$ cat config.mk
export PLATFORM = sky130hd
export DESIGN_NAME = darb_top
export DESIGN_NICKNAME = d
export VERILOG_FILES = /design/src/darb_pkg.sv /design/src/darb_top.sv
export SDC_FILE = /design/constraint.sdc
export NUM_CORES = 1
export LEC_CHECK = 0
export ABC_AREA = 1
export BUFFER_PORTS_ARGS = -buffer_cell sky130_fd_sc_hd__clkbuf_2
export CORE_AREA = 3 3 143 145
export CTS_CLUSTER_SIZE = 28
export DETAILED_ROUTE_END_ITERATION = 10
export DIE_AREA = 0 0 146 148
export PLACE_DENSITY = 0.64
export SYNTH_ARGS = -nofsm -noshare
export SYNTH_HDL_FRONTEND = slang
export SYNTH_SLANG_ARGS = --single-unit
export TNS_END_PERCENT = 30
$ cat constraint.sdc
create_clock -name CLOCK -period 9.7 [get_ports CLOCK]
set_input_delay 1.94 -clock CLOCK [delete_from_list [all_inputs] [get_ports CLOCK]]
set_output_delay 1.94 -clock CLOCK [all_outputs]
set_load 0.02 [all_outputs]
$ cat src/darb_pkg.sv
// darb_pkg: register map, field positions, reset values and timing
// assumes one 250 MHz clock and a plain address/strobe register port
package darb_pkg;
  // ----------------------------------------------------------------
  // register offsets
  // ----------------------------------------------------------------
  localparam logic [7:0] OFS_LIMIT_FAIL_FLAGS = 8'h23;
  localparam logic [7:0] OFS_INPUT_ZERO_RESULT = 8'h24;
  localparam logic [7:0] OFS_INPUT_ONE_RESULT = 8'h25;
  localparam logic [7:0] OFS_DIE_TEMP_RESULT = 8'h26;
  localparam logic [7:0] OFS_SELF_CHECK_MUX_RESULT = 8'h27;
  localparam logic [7:0] OFS_COMPARATOR_OFFSET = 8'h28;
  localparam logic [7:0] OFS_APPLIED_OUTPUT_CODE = 8'h2C;
  localparam logic [7:0] OFS_RAW_CONVERSION_DATA = 8'h2D;
  localparam logic [7:0] OFS_CONVERSION_OVERRIDE = 8'h2E;
  localparam logic [7:0] OFS_EVENT_STATUS = 8'h30;
  localparam logic [7:0] OFS_EVENT_MASK = 8'h31;
  // ----------------------------------------------------------------
  // field positions and widths
  // ----------------------------------------------------------------
  localparam int DATA_W = 12;
  localparam int REG_W = 16;
  localparam int NUM_CHAN = 8;
  localparam int BIT_DATA_SUBSTITUTE_ON = 15;
  localparam int BIT_OFFSET_OVERRIDE_ON = 14;
  localparam int BIT_GROUND_SAMPLE_OFF = 13;
  localparam int FLAG_FIRST_BIT = 1;
  localparam int EVT_W = 2;
  localparam int EVT_CONV_DONE = 0;
  localparam int EVT_LIMIT_FAIL = 1;
  // ----------------------------------------------------------------
  // channel codes; a channel's flag bit is its code plus one
  // ----------------------------------------------------------------
  localparam logic [2:0] CH_INPUT_ZERO = 3'h0;
  localparam logic [2:0] CH_INPUT_ONE = 3'h1;
  localparam logic [2:0] CH_DIE_TEMP = 3'h2;
  localparam logic [2:0] CH_SELF_CHECK_FIRST = 3'h3;
  // ----------------------------------------------------------------
  // reset values
  // ----------------------------------------------------------------
  localparam logic [15:0] RST_REG = 16'h0000;
  localparam logic [11:0] RST_DATA = 12'h000;
  localparam logic [1:0] RST_EVT = 2'h0;
  localparam logic [11:0] DATA_MAX = 12'hFFF;
  // ----------------------------------------------------------------
  // timing
  // ----------------------------------------------------------------
  localparam int CLK_PERIOD_PS = 4000;
  localparam int GND_SAMPLE_NS = 40;
  localparam int GND_SAMPLE_CYC = (GND_SAMPLE_NS * 1000 + CLK_PERIOD_PS - 1) / CLK_PERIOD_PS;
  // sequencer states
  typedef enum logic [2:0] {
    SEQ_IDLE = 3'b001,
    SEQ_GND = 3'b010,
    SEQ_CONV = 3'b100
  } darb_seq_t;
endpackage

$ cat src/darb_top.sv
// darb_top: result, offset and bypass logic of the diagnostic converter
// assumes the converter core delivers raw codes with a one-cycle strobe,
// and the threshold window of the channel arrives beside each request
//
// The address-and-strobe port was chosen for this implementation.
module darb_top (
  input wire logic CLOCK,
  input wire logic RST,
  input wire logic [7:0] ADDR,
  input wire logic [15:0] WDATA,
  input wire logic WR,
  input wire logic RD,
  output logic [15:0] RDATA,
  input wire logic CHAN_REQ,
  input wire logic [2:0] CHAN_SEL,
  input wire logic [11:0] LIMIT_LO,
  input wire logic [11:0] LIMIT_HI,
  output logic REQ_READY,
  output logic GND_SAMPLE,
  output logic SAR_START,
  output logic [2:0] SAR_CHAN,
  input wire logic SAR_DONE,
  input wire logic [11:0] SAR_RAW,
  input wire logic OFS_VALID,
  input wire logic [11:0] OFS_MEAS,
  input wire logic [15:0] DAC_CODE,
  output logic IRQ
);

  // ----------------------------------------------------------------
  // declarations
  // ----------------------------------------------------------------
  darb_pkg::darb_seq_t seq_q;
  logic [7:0] gnd_cnt_q;
  logic [2:0] chan_q;
  logic [11:0] lim_lo_q;
  logic [11:0] lim_hi_q;
  logic dsub_q;
  logic ooff_q;
  logic gnd_off_q;
  logic [11:0] byp_data_q;
  logic [11:0] ofs_meas_q;
  logic [11:0] raw_q;
  logic [15:0] dac_q;
  logic [11:0] res_q [darb_pkg::NUM_CHAN];
  logic [darb_pkg::NUM_CHAN-1:0] flag_q;
  logic [11:0] mux_res_q;
  logic [1:0] evt_q;
  logic [1:0] mask_q;
  logic [15:0] rdata_q;
  logic [11:0] ofs_use;
  logic [12:0] diff;
  logic [11:0] corr;
  logic [11:0] eff;
  logic dsub_eff;
  logic out_of_win;
  logic [1:0] evt_set;
  logic [15:0] byp_rd;
  logic [15:0] flags_rd;
  logic [15:0] rd_d;
  logic start_q;

  // ----------------------------------------------------------------
  // sequencer with ground sampling between channels
  // ----------------------------------------------------------------

  // request accepted only while idle
  assign REQ_READY = (seq_q == darb_pkg::SEQ_IDLE);

  // state, ground window counter, captured channel and window;
  // limits are captured with the request, so a late change
  // of the window cannot touch a conversion in flight
  always_ff @(posedge CLOCK)
  begin
    if (RST)
    begin
      seq_q <= darb_pkg::SEQ_IDLE;
      gnd_cnt_q <= 8'h00;
      chan_q <= 3'h0;
      lim_lo_q <= darb_pkg::RST_DATA;
      lim_hi_q <= darb_pkg::RST_DATA;
    end
    else
    begin
      case (seq_q)
        darb_pkg::SEQ_IDLE:
        begin
          if (CHAN_REQ)
          begin
            chan_q <= CHAN_SEL;
            lim_lo_q <= LIMIT_LO;
            lim_hi_q <= LIMIT_HI;
            gnd_cnt_q <= 8'(darb_pkg::GND_SAMPLE_CYC - 1);
            if (gnd_off_q)
              seq_q <= darb_pkg::SEQ_CONV;
            else
              seq_q <= darb_pkg::SEQ_GND;
          end
        end
        darb_pkg::SEQ_GND:
        begin
          if (gnd_cnt_q == 8'h00)
            seq_q <= darb_pkg::SEQ_CONV;
          else
            gnd_cnt_q <= gnd_cnt_q - 8'h01;
        end
        darb_pkg::SEQ_CONV:
        begin
          if (SAR_DONE)
            seq_q <= darb_pkg::SEQ_IDLE;
        end
        default:
          seq_q <= darb_pkg::SEQ_IDLE;
      endcase
    end
  end

  // capacitor tied to ground during the ground window
  assign GND_SAMPLE = (seq_q == darb_pkg::SEQ_GND);

  // ----------------------------------------------------------------
  // conversion start towards the converter core
  // ----------------------------------------------------------------

  // start pulse on entry to conversion; registered so the core
  // never sees a glitch from the state decode
  always_ff @(posedge CLOCK)
  begin
    if (RST)
      start_q <= 1'b0;
    else
      start_q <= (seq_q != darb_pkg::SEQ_CONV) &&
                 (((seq_q == darb_pkg::SEQ_IDLE) && CHAN_REQ && gnd_off_q) ||
                  ((seq_q == darb_pkg::SEQ_GND) && (gnd_cnt_q == 8'h00)));
  end
  assign SAR_START = start_q;
  assign SAR_CHAN = chan_q;

  // ----------------------------------------------------------------
  // offset selection, correction and substitution
  // ----------------------------------------------------------------

  // override wins over substitution
  assign dsub_eff = dsub_q & ~ooff_q;

  // offset source: bypass data or measured value
  assign ofs_use = ooff_q ? byp_data_q : ofs_meas_q;

  // signed subtraction, clamped to the code range;
  // a wrap here would turn a small input into a full-scale code
  // and trip the wrong limit
  always_comb
  begin
    diff = {1'b0, SAR_RAW} - {ofs_use[11], ofs_use};
    if (ofs_use[11] && diff[12])
      corr = darb_pkg::DATA_MAX;
    else if (!ofs_use[11] && diff[12])
      corr = darb_pkg::RST_DATA;
    else
      corr = diff[11:0];
    eff = dsub_eff ? byp_data_q : corr;
    out_of_win = (eff < lim_lo_q) || (eff > lim_hi_q);
  end

  // ----------------------------------------------------------------
  // bypass control register
  // ----------------------------------------------------------------

  // software-written controls and data;
  // both enables written together store substitution off
  always_ff @(posedge CLOCK)
  begin
    if (RST)
    begin
      dsub_q <= 1'b0;
      ooff_q <= 1'b0;
      gnd_off_q <= 1'b0;
      byp_data_q <= darb_pkg::RST_DATA;
    end
    else if (WR && (ADDR == darb_pkg::OFS_CONVERSION_OVERRIDE))
    begin
      dsub_q <= WDATA[darb_pkg::BIT_DATA_SUBSTITUTE_ON] &
                ~WDATA[darb_pkg::BIT_OFFSET_OVERRIDE_ON];
      ooff_q <= WDATA[darb_pkg::BIT_OFFSET_OVERRIDE_ON];
      gnd_off_q <= WDATA[darb_pkg::BIT_GROUND_SAMPLE_OFF];
      byp_data_q <= WDATA[11:0];
    end
  end

  // ----------------------------------------------------------------
  // measured offset, raw data and output code capture
  // ----------------------------------------------------------------

  // measured offset untouched by bypass settings;
  // override only swaps the offset used, never this copy
  always_ff @(posedge CLOCK)
  begin
    if (RST)
      ofs_meas_q <= darb_pkg::RST_DATA;
    else if (OFS_VALID)
      ofs_meas_q <= OFS_MEAS;
  end

  // raw code of every conversion;
  // a stray done strobe outside conversion is ignored
  always_ff @(posedge CLOCK)
  begin
    if (RST)
      raw_q <= darb_pkg::RST_DATA;
    else if (SAR_DONE && (seq_q == darb_pkg::SEQ_CONV))
      raw_q <= SAR_RAW;
  end

  // code applied to the output stage;
  // sampled every cycle, read back one cycle late
  always_ff @(posedge CLOCK)
  begin
    if (RST)
      dac_q <= darb_pkg::RST_REG;
    else
      dac_q <= DAC_CODE;
  end

  // ----------------------------------------------------------------
  // per-channel results and limit flags
  // ----------------------------------------------------------------
  for (genvar c = 0; c < darb_pkg::NUM_CHAN; c++)
  begin : g_chan
    // result and pass/fail of one channel;
    // flags follow the latest conversion of the channel, not sticky
    always_ff @(posedge CLOCK)
    begin
      if (RST)
      begin
        res_q[c] <= darb_pkg::RST_DATA;
        flag_q[c] <= 1'b0;
      end
      else if (SAR_DONE && (seq_q == darb_pkg::SEQ_CONV) && (chan_q == 3'(c)))
      begin
        res_q[c] <= eff;
        flag_q[c] <= out_of_win;
      end
    end
  end

  // last self-check conversion, any mux input
  always_ff @(posedge CLOCK)
  begin
    if (RST)
      mux_res_q <= darb_pkg::RST_DATA;
    else if (SAR_DONE && (seq_q == darb_pkg::SEQ_CONV) &&
             (chan_q >= darb_pkg::CH_SELF_CHECK_FIRST))
      mux_res_q <= eff;
  end

  // ----------------------------------------------------------------
  // events and interrupt
  // ----------------------------------------------------------------

  // conversion done and limit failure events
  always_comb
  begin
    evt_set = darb_pkg::RST_EVT;
    if (SAR_DONE && (seq_q == darb_pkg::SEQ_CONV))
    begin
      evt_set[darb_pkg::EVT_CONV_DONE] = 1'b1;
      evt_set[darb_pkg::EVT_LIMIT_FAIL] = out_of_win;
    end
  end

  // sticky status, write one to clear, set wins;
  // an event in the clearing cycle survives, so none is lost
  always_ff @(posedge CLOCK)
  begin
    if (RST)
      evt_q <= darb_pkg::RST_EVT;
    else if (WR && (ADDR == darb_pkg::OFS_EVENT_STATUS))
      evt_q <= (evt_q & ~WDATA[darb_pkg::EVT_W-1:0]) | evt_set;
    else
      evt_q <= evt_q | evt_set;
  end

  // interrupt mask
  always_ff @(posedge CLOCK)
  begin
    if (RST)
      mask_q <= darb_pkg::RST_EVT;
    else if (WR && (ADDR == darb_pkg::OFS_EVENT_MASK))
      mask_q <= WDATA[darb_pkg::EVT_W-1:0];
  end

  // ----------------------------------------------------------------
  // interrupt output
  // ----------------------------------------------------------------

  // level request while any unmasked status bit is set
  assign IRQ = |(evt_q & mask_q);

  // ----------------------------------------------------------------
  // register read
  // ----------------------------------------------------------------

  // readback views of packed fields
  always_comb
  begin
    byp_rd = darb_pkg::RST_REG;
    byp_rd[darb_pkg::BIT_DATA_SUBSTITUTE_ON] = dsub_eff;
    byp_rd[darb_pkg::BIT_OFFSET_OVERRIDE_ON] = ooff_q;
    byp_rd[darb_pkg::BIT_GROUND_SAMPLE_OFF] = gnd_off_q;
    byp_rd[11:0] = byp_data_q;
    flags_rd = darb_pkg::RST_REG;
    flags_rd[darb_pkg::FLAG_FIRST_BIT +: darb_pkg::NUM_CHAN] = flag_q;
  end

  // address decode, unmapped reads zero
  always_comb
  begin
    case (ADDR)
      darb_pkg::OFS_LIMIT_FAIL_FLAGS: rd_d = flags_rd;
      darb_pkg::OFS_INPUT_ZERO_RESULT: rd_d = {4'h0, res_q[darb_pkg::CH_INPUT_ZERO]};
      darb_pkg::OFS_INPUT_ONE_RESULT: rd_d = {4'h0, res_q[darb_pkg::CH_INPUT_ONE]};
      darb_pkg::OFS_DIE_TEMP_RESULT: rd_d = {4'h0, res_q[darb_pkg::CH_DIE_TEMP]};
      darb_pkg::OFS_SELF_CHECK_MUX_RESULT: rd_d = {4'h0, mux_res_q};
      darb_pkg::OFS_COMPARATOR_OFFSET: rd_d = {4'h0, ofs_meas_q};
      darb_pkg::OFS_APPLIED_OUTPUT_CODE: rd_d = dac_q;
      darb_pkg::OFS_RAW_CONVERSION_DATA: rd_d = {4'h0, raw_q};
      darb_pkg::OFS_CONVERSION_OVERRIDE: rd_d = byp_rd;
      darb_pkg::OFS_EVENT_STATUS: rd_d = {14'h0000, evt_q};
      darb_pkg::OFS_EVENT_MASK: rd_d = {14'h0000, mask_q};
      default: rd_d = darb_pkg::RST_REG;
    endcase
  end

  // ----------------------------------------------------------------
  // read data register
  // ----------------------------------------------------------------

  // read data valid the cycle after the strobe only;
  // zero otherwise, so a stale word is never taken for an answer
  always_ff @(posedge CLOCK)
  begin
    if (RST)
      rdata_q <= darb_pkg::RST_REG;
    else if (RD)
      rdata_q <= rd_d;
    else
      rdata_q <= darb_pkg::RST_REG;
  end

  assign RDATA = rdata_q;

endmodule

Word level (Yosys, flattened, before mapping). Memory sizes are Yosys's and may differ from the RTL's. Cells that the tools add are included.

Memory bits (writable): 96. Output and inout bits: 23. Logic and storage cells: 154. Flip-flop bits (word level): 134. Memories kept: 1. Input bits: 98.

Memory list: res_q (words 8, width 12, read ports 3, clocked after Yosys merged registers in 0, wr ports 8, line darb_top.sv:45) `logic [11:0] res_q [darb_pkg::NUM_CHAN];`.

Reduce and logical (&&, ||, !) cells: 30. Mux-type cells: 49. $add $sub $neg: 2. Order comparisons: 3. Bitwise gates (word level): 18. Equality and inequality tests: 26.

Operator list (number): $pmux 16 s11 (1); $mux 12 (12); $eq 8x6->1 const B (11); $mux 1 (26); $logic_and 1x1->1 (19); $mux 8 (2); $pmux 8 s2 (1); $eq 3x3->1 const B (5); $sub 12x13->13 (1); $gt 12x12->1 (1); $lt 12x12->1 (1); $mux 3 (4); $eq 3x2->1 const B (3); $pmux 3 s3 (1); $logic_not 8->1 (1); $or 1x1->1 (8); $sub 8x1->8 const B (1); $eq 3x1->1 const B (2); $ne 2x2->1 const B (3); $reduce_and 3->1 (2); $and 2x2->2 (2); $mux 2 (2); $or 2x2->2 (2); $reduce_or 2->1 (2); other kinds (11) (15).

Logic depth before layout (Yosys ltp).
Depth in word-level cells: 11. Mapped depth: 29. Gate-level depth less buffers: 28.

Worst setup path before layout. Ideal clock, no wire load.

Path kind: input port to flip-flop. From: in SAR_RAW[0]. To: reg flag_q[3] (netlist name). Arrival: 4880 ps. Slack: 4707 ps. Stages: 20. Setup time: 113 ps. Data required time: 9587 ps. Path buffers: 0. Path through: inv_1 ha_1 inv_1 fa_1 nand3_1 nand3_2 nand3_1 nand3_2 nor2_2 inv_1 nor2_4 inv_1 o211ai_1 inv_1 ha_1 nand4_1 o41ai_1 nand2_4 o21ai_1 inv_1.

Longest elaborated chain between the ends: 7. Elaborated cells between the ends (all ways): 9. Those cells by class: 1 x add/sub; 2 x order compare; 3 x mux; 3 x reduce/logical.

Ends and longest elaborated chain: from (decl) (line darb_top.sv:23) `input wire logic [11:0] SAR_RAW,`; $sub 12x13->13 (*) (line darb_top.sv:154) `diff = {1'b0, SAR_RAW} - {ofs_use[11], ofs_use};`; $logic_and 1x1->1 (line darb_top.sv:157) `else if (!ofs_use[11] && diff[12])`; $mux 12 (line darb_top.sv:157); $mux 12 (*) (line darb_top.sv:155) `if (ofs_use[11] && diff[12])`; $mux 12 (*) (line darb_top.sv:161) `eff = dsub_eff ? byp_data_q : corr;`; named net eff[7] (line darb_top.sv:54) `logic [11:0] eff;`; $lt 12x12->1 or $gt 12x12->1 (tied branches) (line darb_top.sv:162) `out_of_win = (eff < lim_lo_q) || (eff > lim_hi_q);`; $logic_or 1x1->1 (*) (line darb_top.sv:162); to (signal, indexed assignment) (line darb_top.sv:241) `flag_q[c] <= out_of_win;`; to (decl) (line darb_top.sv:46) `logic [darb_pkg::NUM_CHAN-1:0] flag_q;`.

Mark *: on every way through the listed nets, which the timed path passes. The rest lies on a longest branch. A chain may end at the register's enable or synchronous reset.

Final worst setup path.
From: in SAR_RAW[0]. To: reg evt_q[1].

Longest elaborated chain between the ends: 10. Elaborated cells between the ends (all ways): 13. Those cells by class: 1 x add/sub; 2 x order compare; 5 x mux; 2 x bitwise; 3 x reduce/logical.

Ends and longest elaborated chain: $sub 12x13->13 (*) (line darb_top.sv:154); $logic_and 1x1->1 (line darb_top.sv:157); $mux 12 (line darb_top.sv:157); $mux 12 (*) (line darb_top.sv:155); $mux 12 (*) (line darb_top.sv:161); named net eff[7] (line darb_top.sv:54); $lt 12x12->1 or $gt 12x12->1 (tied branches) (line darb_top.sv:162); $logic_or 1x1->1 (*) (line darb_top.sv:162); $mux 2 (*) (line darb_top.sv:264) `if (SAR_DONE && (seq_q == darb_pkg::SEQ_CONV))`; $or 2x2->2 (on tied branches) (line darb_top.sv:280, darb_top.sv:278); $mux 2 (*) (line darb_top.sv:277) `else if (WR && (ADDR == darb_pkg::OFS_EVENT_STATUS))`; to (signal assigned) (line darb_top.sv:276) `evt_q <= darb_pkg::RST_EVT;`; to (signal assigned) (line darb_top.sv:278) `evt_q <= (evt_q & ~WDATA[darb_pkg::EVT_W-1:0]) | evt_set;`; to (signal assigned) (line darb_top.sv:280) `evt_q <= evt_q | evt_set;`; to (decl) (line darb_top.sv:48) `logic [1:0] evt_q;`.

Marked as above.

==> reports/qor.yml <==
firstDrtPassIters: 5
dp_hpwl_um: 17300
ys_top_cells_by_area: "dfxtp_1, edfxtp_1, inv_1"
yosysTopAreaCellShare_pct: 32.7
syn_nets: 1159
min-delay-start: "dac_q[12]"
final_nets: 1261
layout-drive-gt1-share_pct: 17.3
fin_crit_ps: 5510
die-height_um: 148
grt_pass1_wl_um: 36500
synth_largest_area_cell: "dfxtp_1"
final_hold_viol_count: 0
multiInputGateArea_um2: 3670
antenna_cells: 0
dr.first_iter.drc_count: 659
cts.clk_slew.worst_paths_ps: 60
port_buffers: 119
gr-total-overflow: 0
max_freq_mhz: 181
startpoint_type: "input port"
cts_made_buffers: 17
die_area_um2: 21600
grt_use_total_pct: 21.5
avgSynthCellArea_um2: 8.02
worst_pin_slew_ps: 1130
ys.flop_type: "dfxtp_1"
startpoint: "SAR_RAW[0]"
place_congestion: 0.918
synth_seq_cells: 170
antenna_found_initial: 0
cts_root_buffer: "clkbuf_16"
ys_top_cells_by_count: "inv_1, nand2_1, dfxtp_1"
async_flop_share_pct: 0
antenna_left: 0
arrival_ps: 5790
fillers: 1926
critPathRequiredTime_ps: 9980
first_global_vias: 6801
cts_tree: "built"
htreeDepth: 4
cts_setup_buffers: 0
synth_edf_count: 36
rsz0062_at_grt: "no"
fin_crit_sh_pct: 56.8
io_pins: 121
irDropWorstVdd_mv: 0.135
slew_viol_final: 0
yosys_warnings: 0
drc: 0
slew_headroom_pct: 24.7
cap_violations: 0
critPathMaxFanout: 7
path_class: "in2reg"
finalSetupViolCount: 0
rows: 51
hp-class: "reg2reg"
fin_ws_ps: 4190
syn_area_um2: 8210
r2r_start: "ooff_q"
cts_num_sinks: 170
wl_per_cell_um: 16.5
grt_max_degree: 77
die_w_um: 146
coreArea_um2: 19300
via_count: 7174
end_kind: "flop"
post_cts_resized: 0
ys_types: 53
ctsLongestPathBuffers: 2
whs_ps: 457
status: "complete, no violations"
syn_inst: 1023
pre_cts_ws_ps: 3850
regArea_um2: 3760
tns_ps: 0
start_util_pct: 42.5
yosysSeqAreaShare_pct: 45.8
vias_per_cell: 5.11
finalPower_uw: 1750
finalClockSkew_ps: 10.7
cts_hold_buffers: 0
yosysMostFrequentCell: "inv_1"
power_density_nw_per_um2: 184
clk_latency_ps: 440
p_leak_uw: 0.00416
area.growth.synth_to_final_pct: 16.0
wl_um: 23100
## cells in the final DEF (no fill, tap or decap), types with 4 or more instances in the layout
master / instances
inv_6: 5
nor2_2: 5
inv_1: 147
nor2_1: 127
a211oi_1: 14
ha_1: 37
nand3_1: 40
clkinv_2: 4
nand2_1: 143
o211ai_1: 6
clkbuf_2: 119
o21ai_1: 8
xor2_1: 7
clkbuf_16: 17
o2111ai_1: 5
a31oi_1: 6
a221oi_1: 12
a21oi_1: 92
o22ai_1: 6
dfxtp_1: 134
inv_2: 9
or2_2: 4
o21ai_2: 5
nand4_1: 8
o21ai_0: 84
edfxtp_1: 36
a22o_1: 5
## final timing paths
path	slack, ps	cells after the start	to
min reg2reg	460	2	RDATA[12]
min	460	2	RDATA[12]
max	4190	21	evt_q[1]
max reg2reg	4780	18	evt_q[1]
## per-stage QoR
stage | util (%) | cell area (um^2) | cells
CTS | 49.2 | 9520 | 1403
global placement | 46.3 | 8960 | 1371
global route | 49.2 | 9520 | 1403
floorplan | - | 8210 | 1023
finish | 49.2 | 9520 | 1403
detailed placement | 46.3 | 8960 | 1371
## power by group
group          switching, uW  total (uW)  internal, uW
Sequential              15.5         768           752
Combinational            214         326           112
Clock                    299         657           358
Total                    529        1750          1220
## final cells by class
| cell class | count | area share, % |
|---|---|---|
| tap | 265 | 3.48 |
| clock inverter | 15 | 1.45 |
| inverter | 156 | 6.15 |
| clock buffer | 17 | 4.47 |
| multi-input combinational | 660 | 38.6 |
| sequential | 170 | 39.5 |
| timing repair buffer | 120 | 6.34 |
## state kept, by name, indices dropped and copies added, names as in the netlist, 3 cells and up
name        count
seq_q           3
SAR_CHAN        3
dac_q          16
mux_res_q      12
lim_hi_q       12
lim_lo_q       12
RDATA          16
ofs_meas_q     12
byp_data_q     12
flag_q          8
res_q          36
raw_q          12
gnd_cnt_q       8
## metal layers
metal	track usage [%]	routed length, um	part of all wire (%)
met2	33.0	10000	43
met3	4.38	1820	7.9
met5	0	0	0
met4	7.81	574	2.5
met1	30.3	10700	46
## cell families after synthesis
kind of cell	synth area share (%)
AOI/OAI and AO/OA	19.2
xor gates and xnor gates	1.07
adders and majority gates	5.88
buffers and inverters	9.42
DFF	45.8
and+or+nand+nor	18.6
## critical path, cell delays in order
cell and delay, ps:
clkbuf_2 80, inv_1 140, ha_1 180, inv_1 60
fa_1 400, nand3_1 100, nand3_2 120, nand3_1 110
nand3_2 90, nor2_2 130, inv_1 120, nor2_4 190
inv_1 140, o211ai_1 340, inv_1 200, ha_1 380
nand4_1 150, o41ai_1 570, nand2_4 170, nand2_2 120
a21oi_2 50
(Power assumes the default switching activity.)
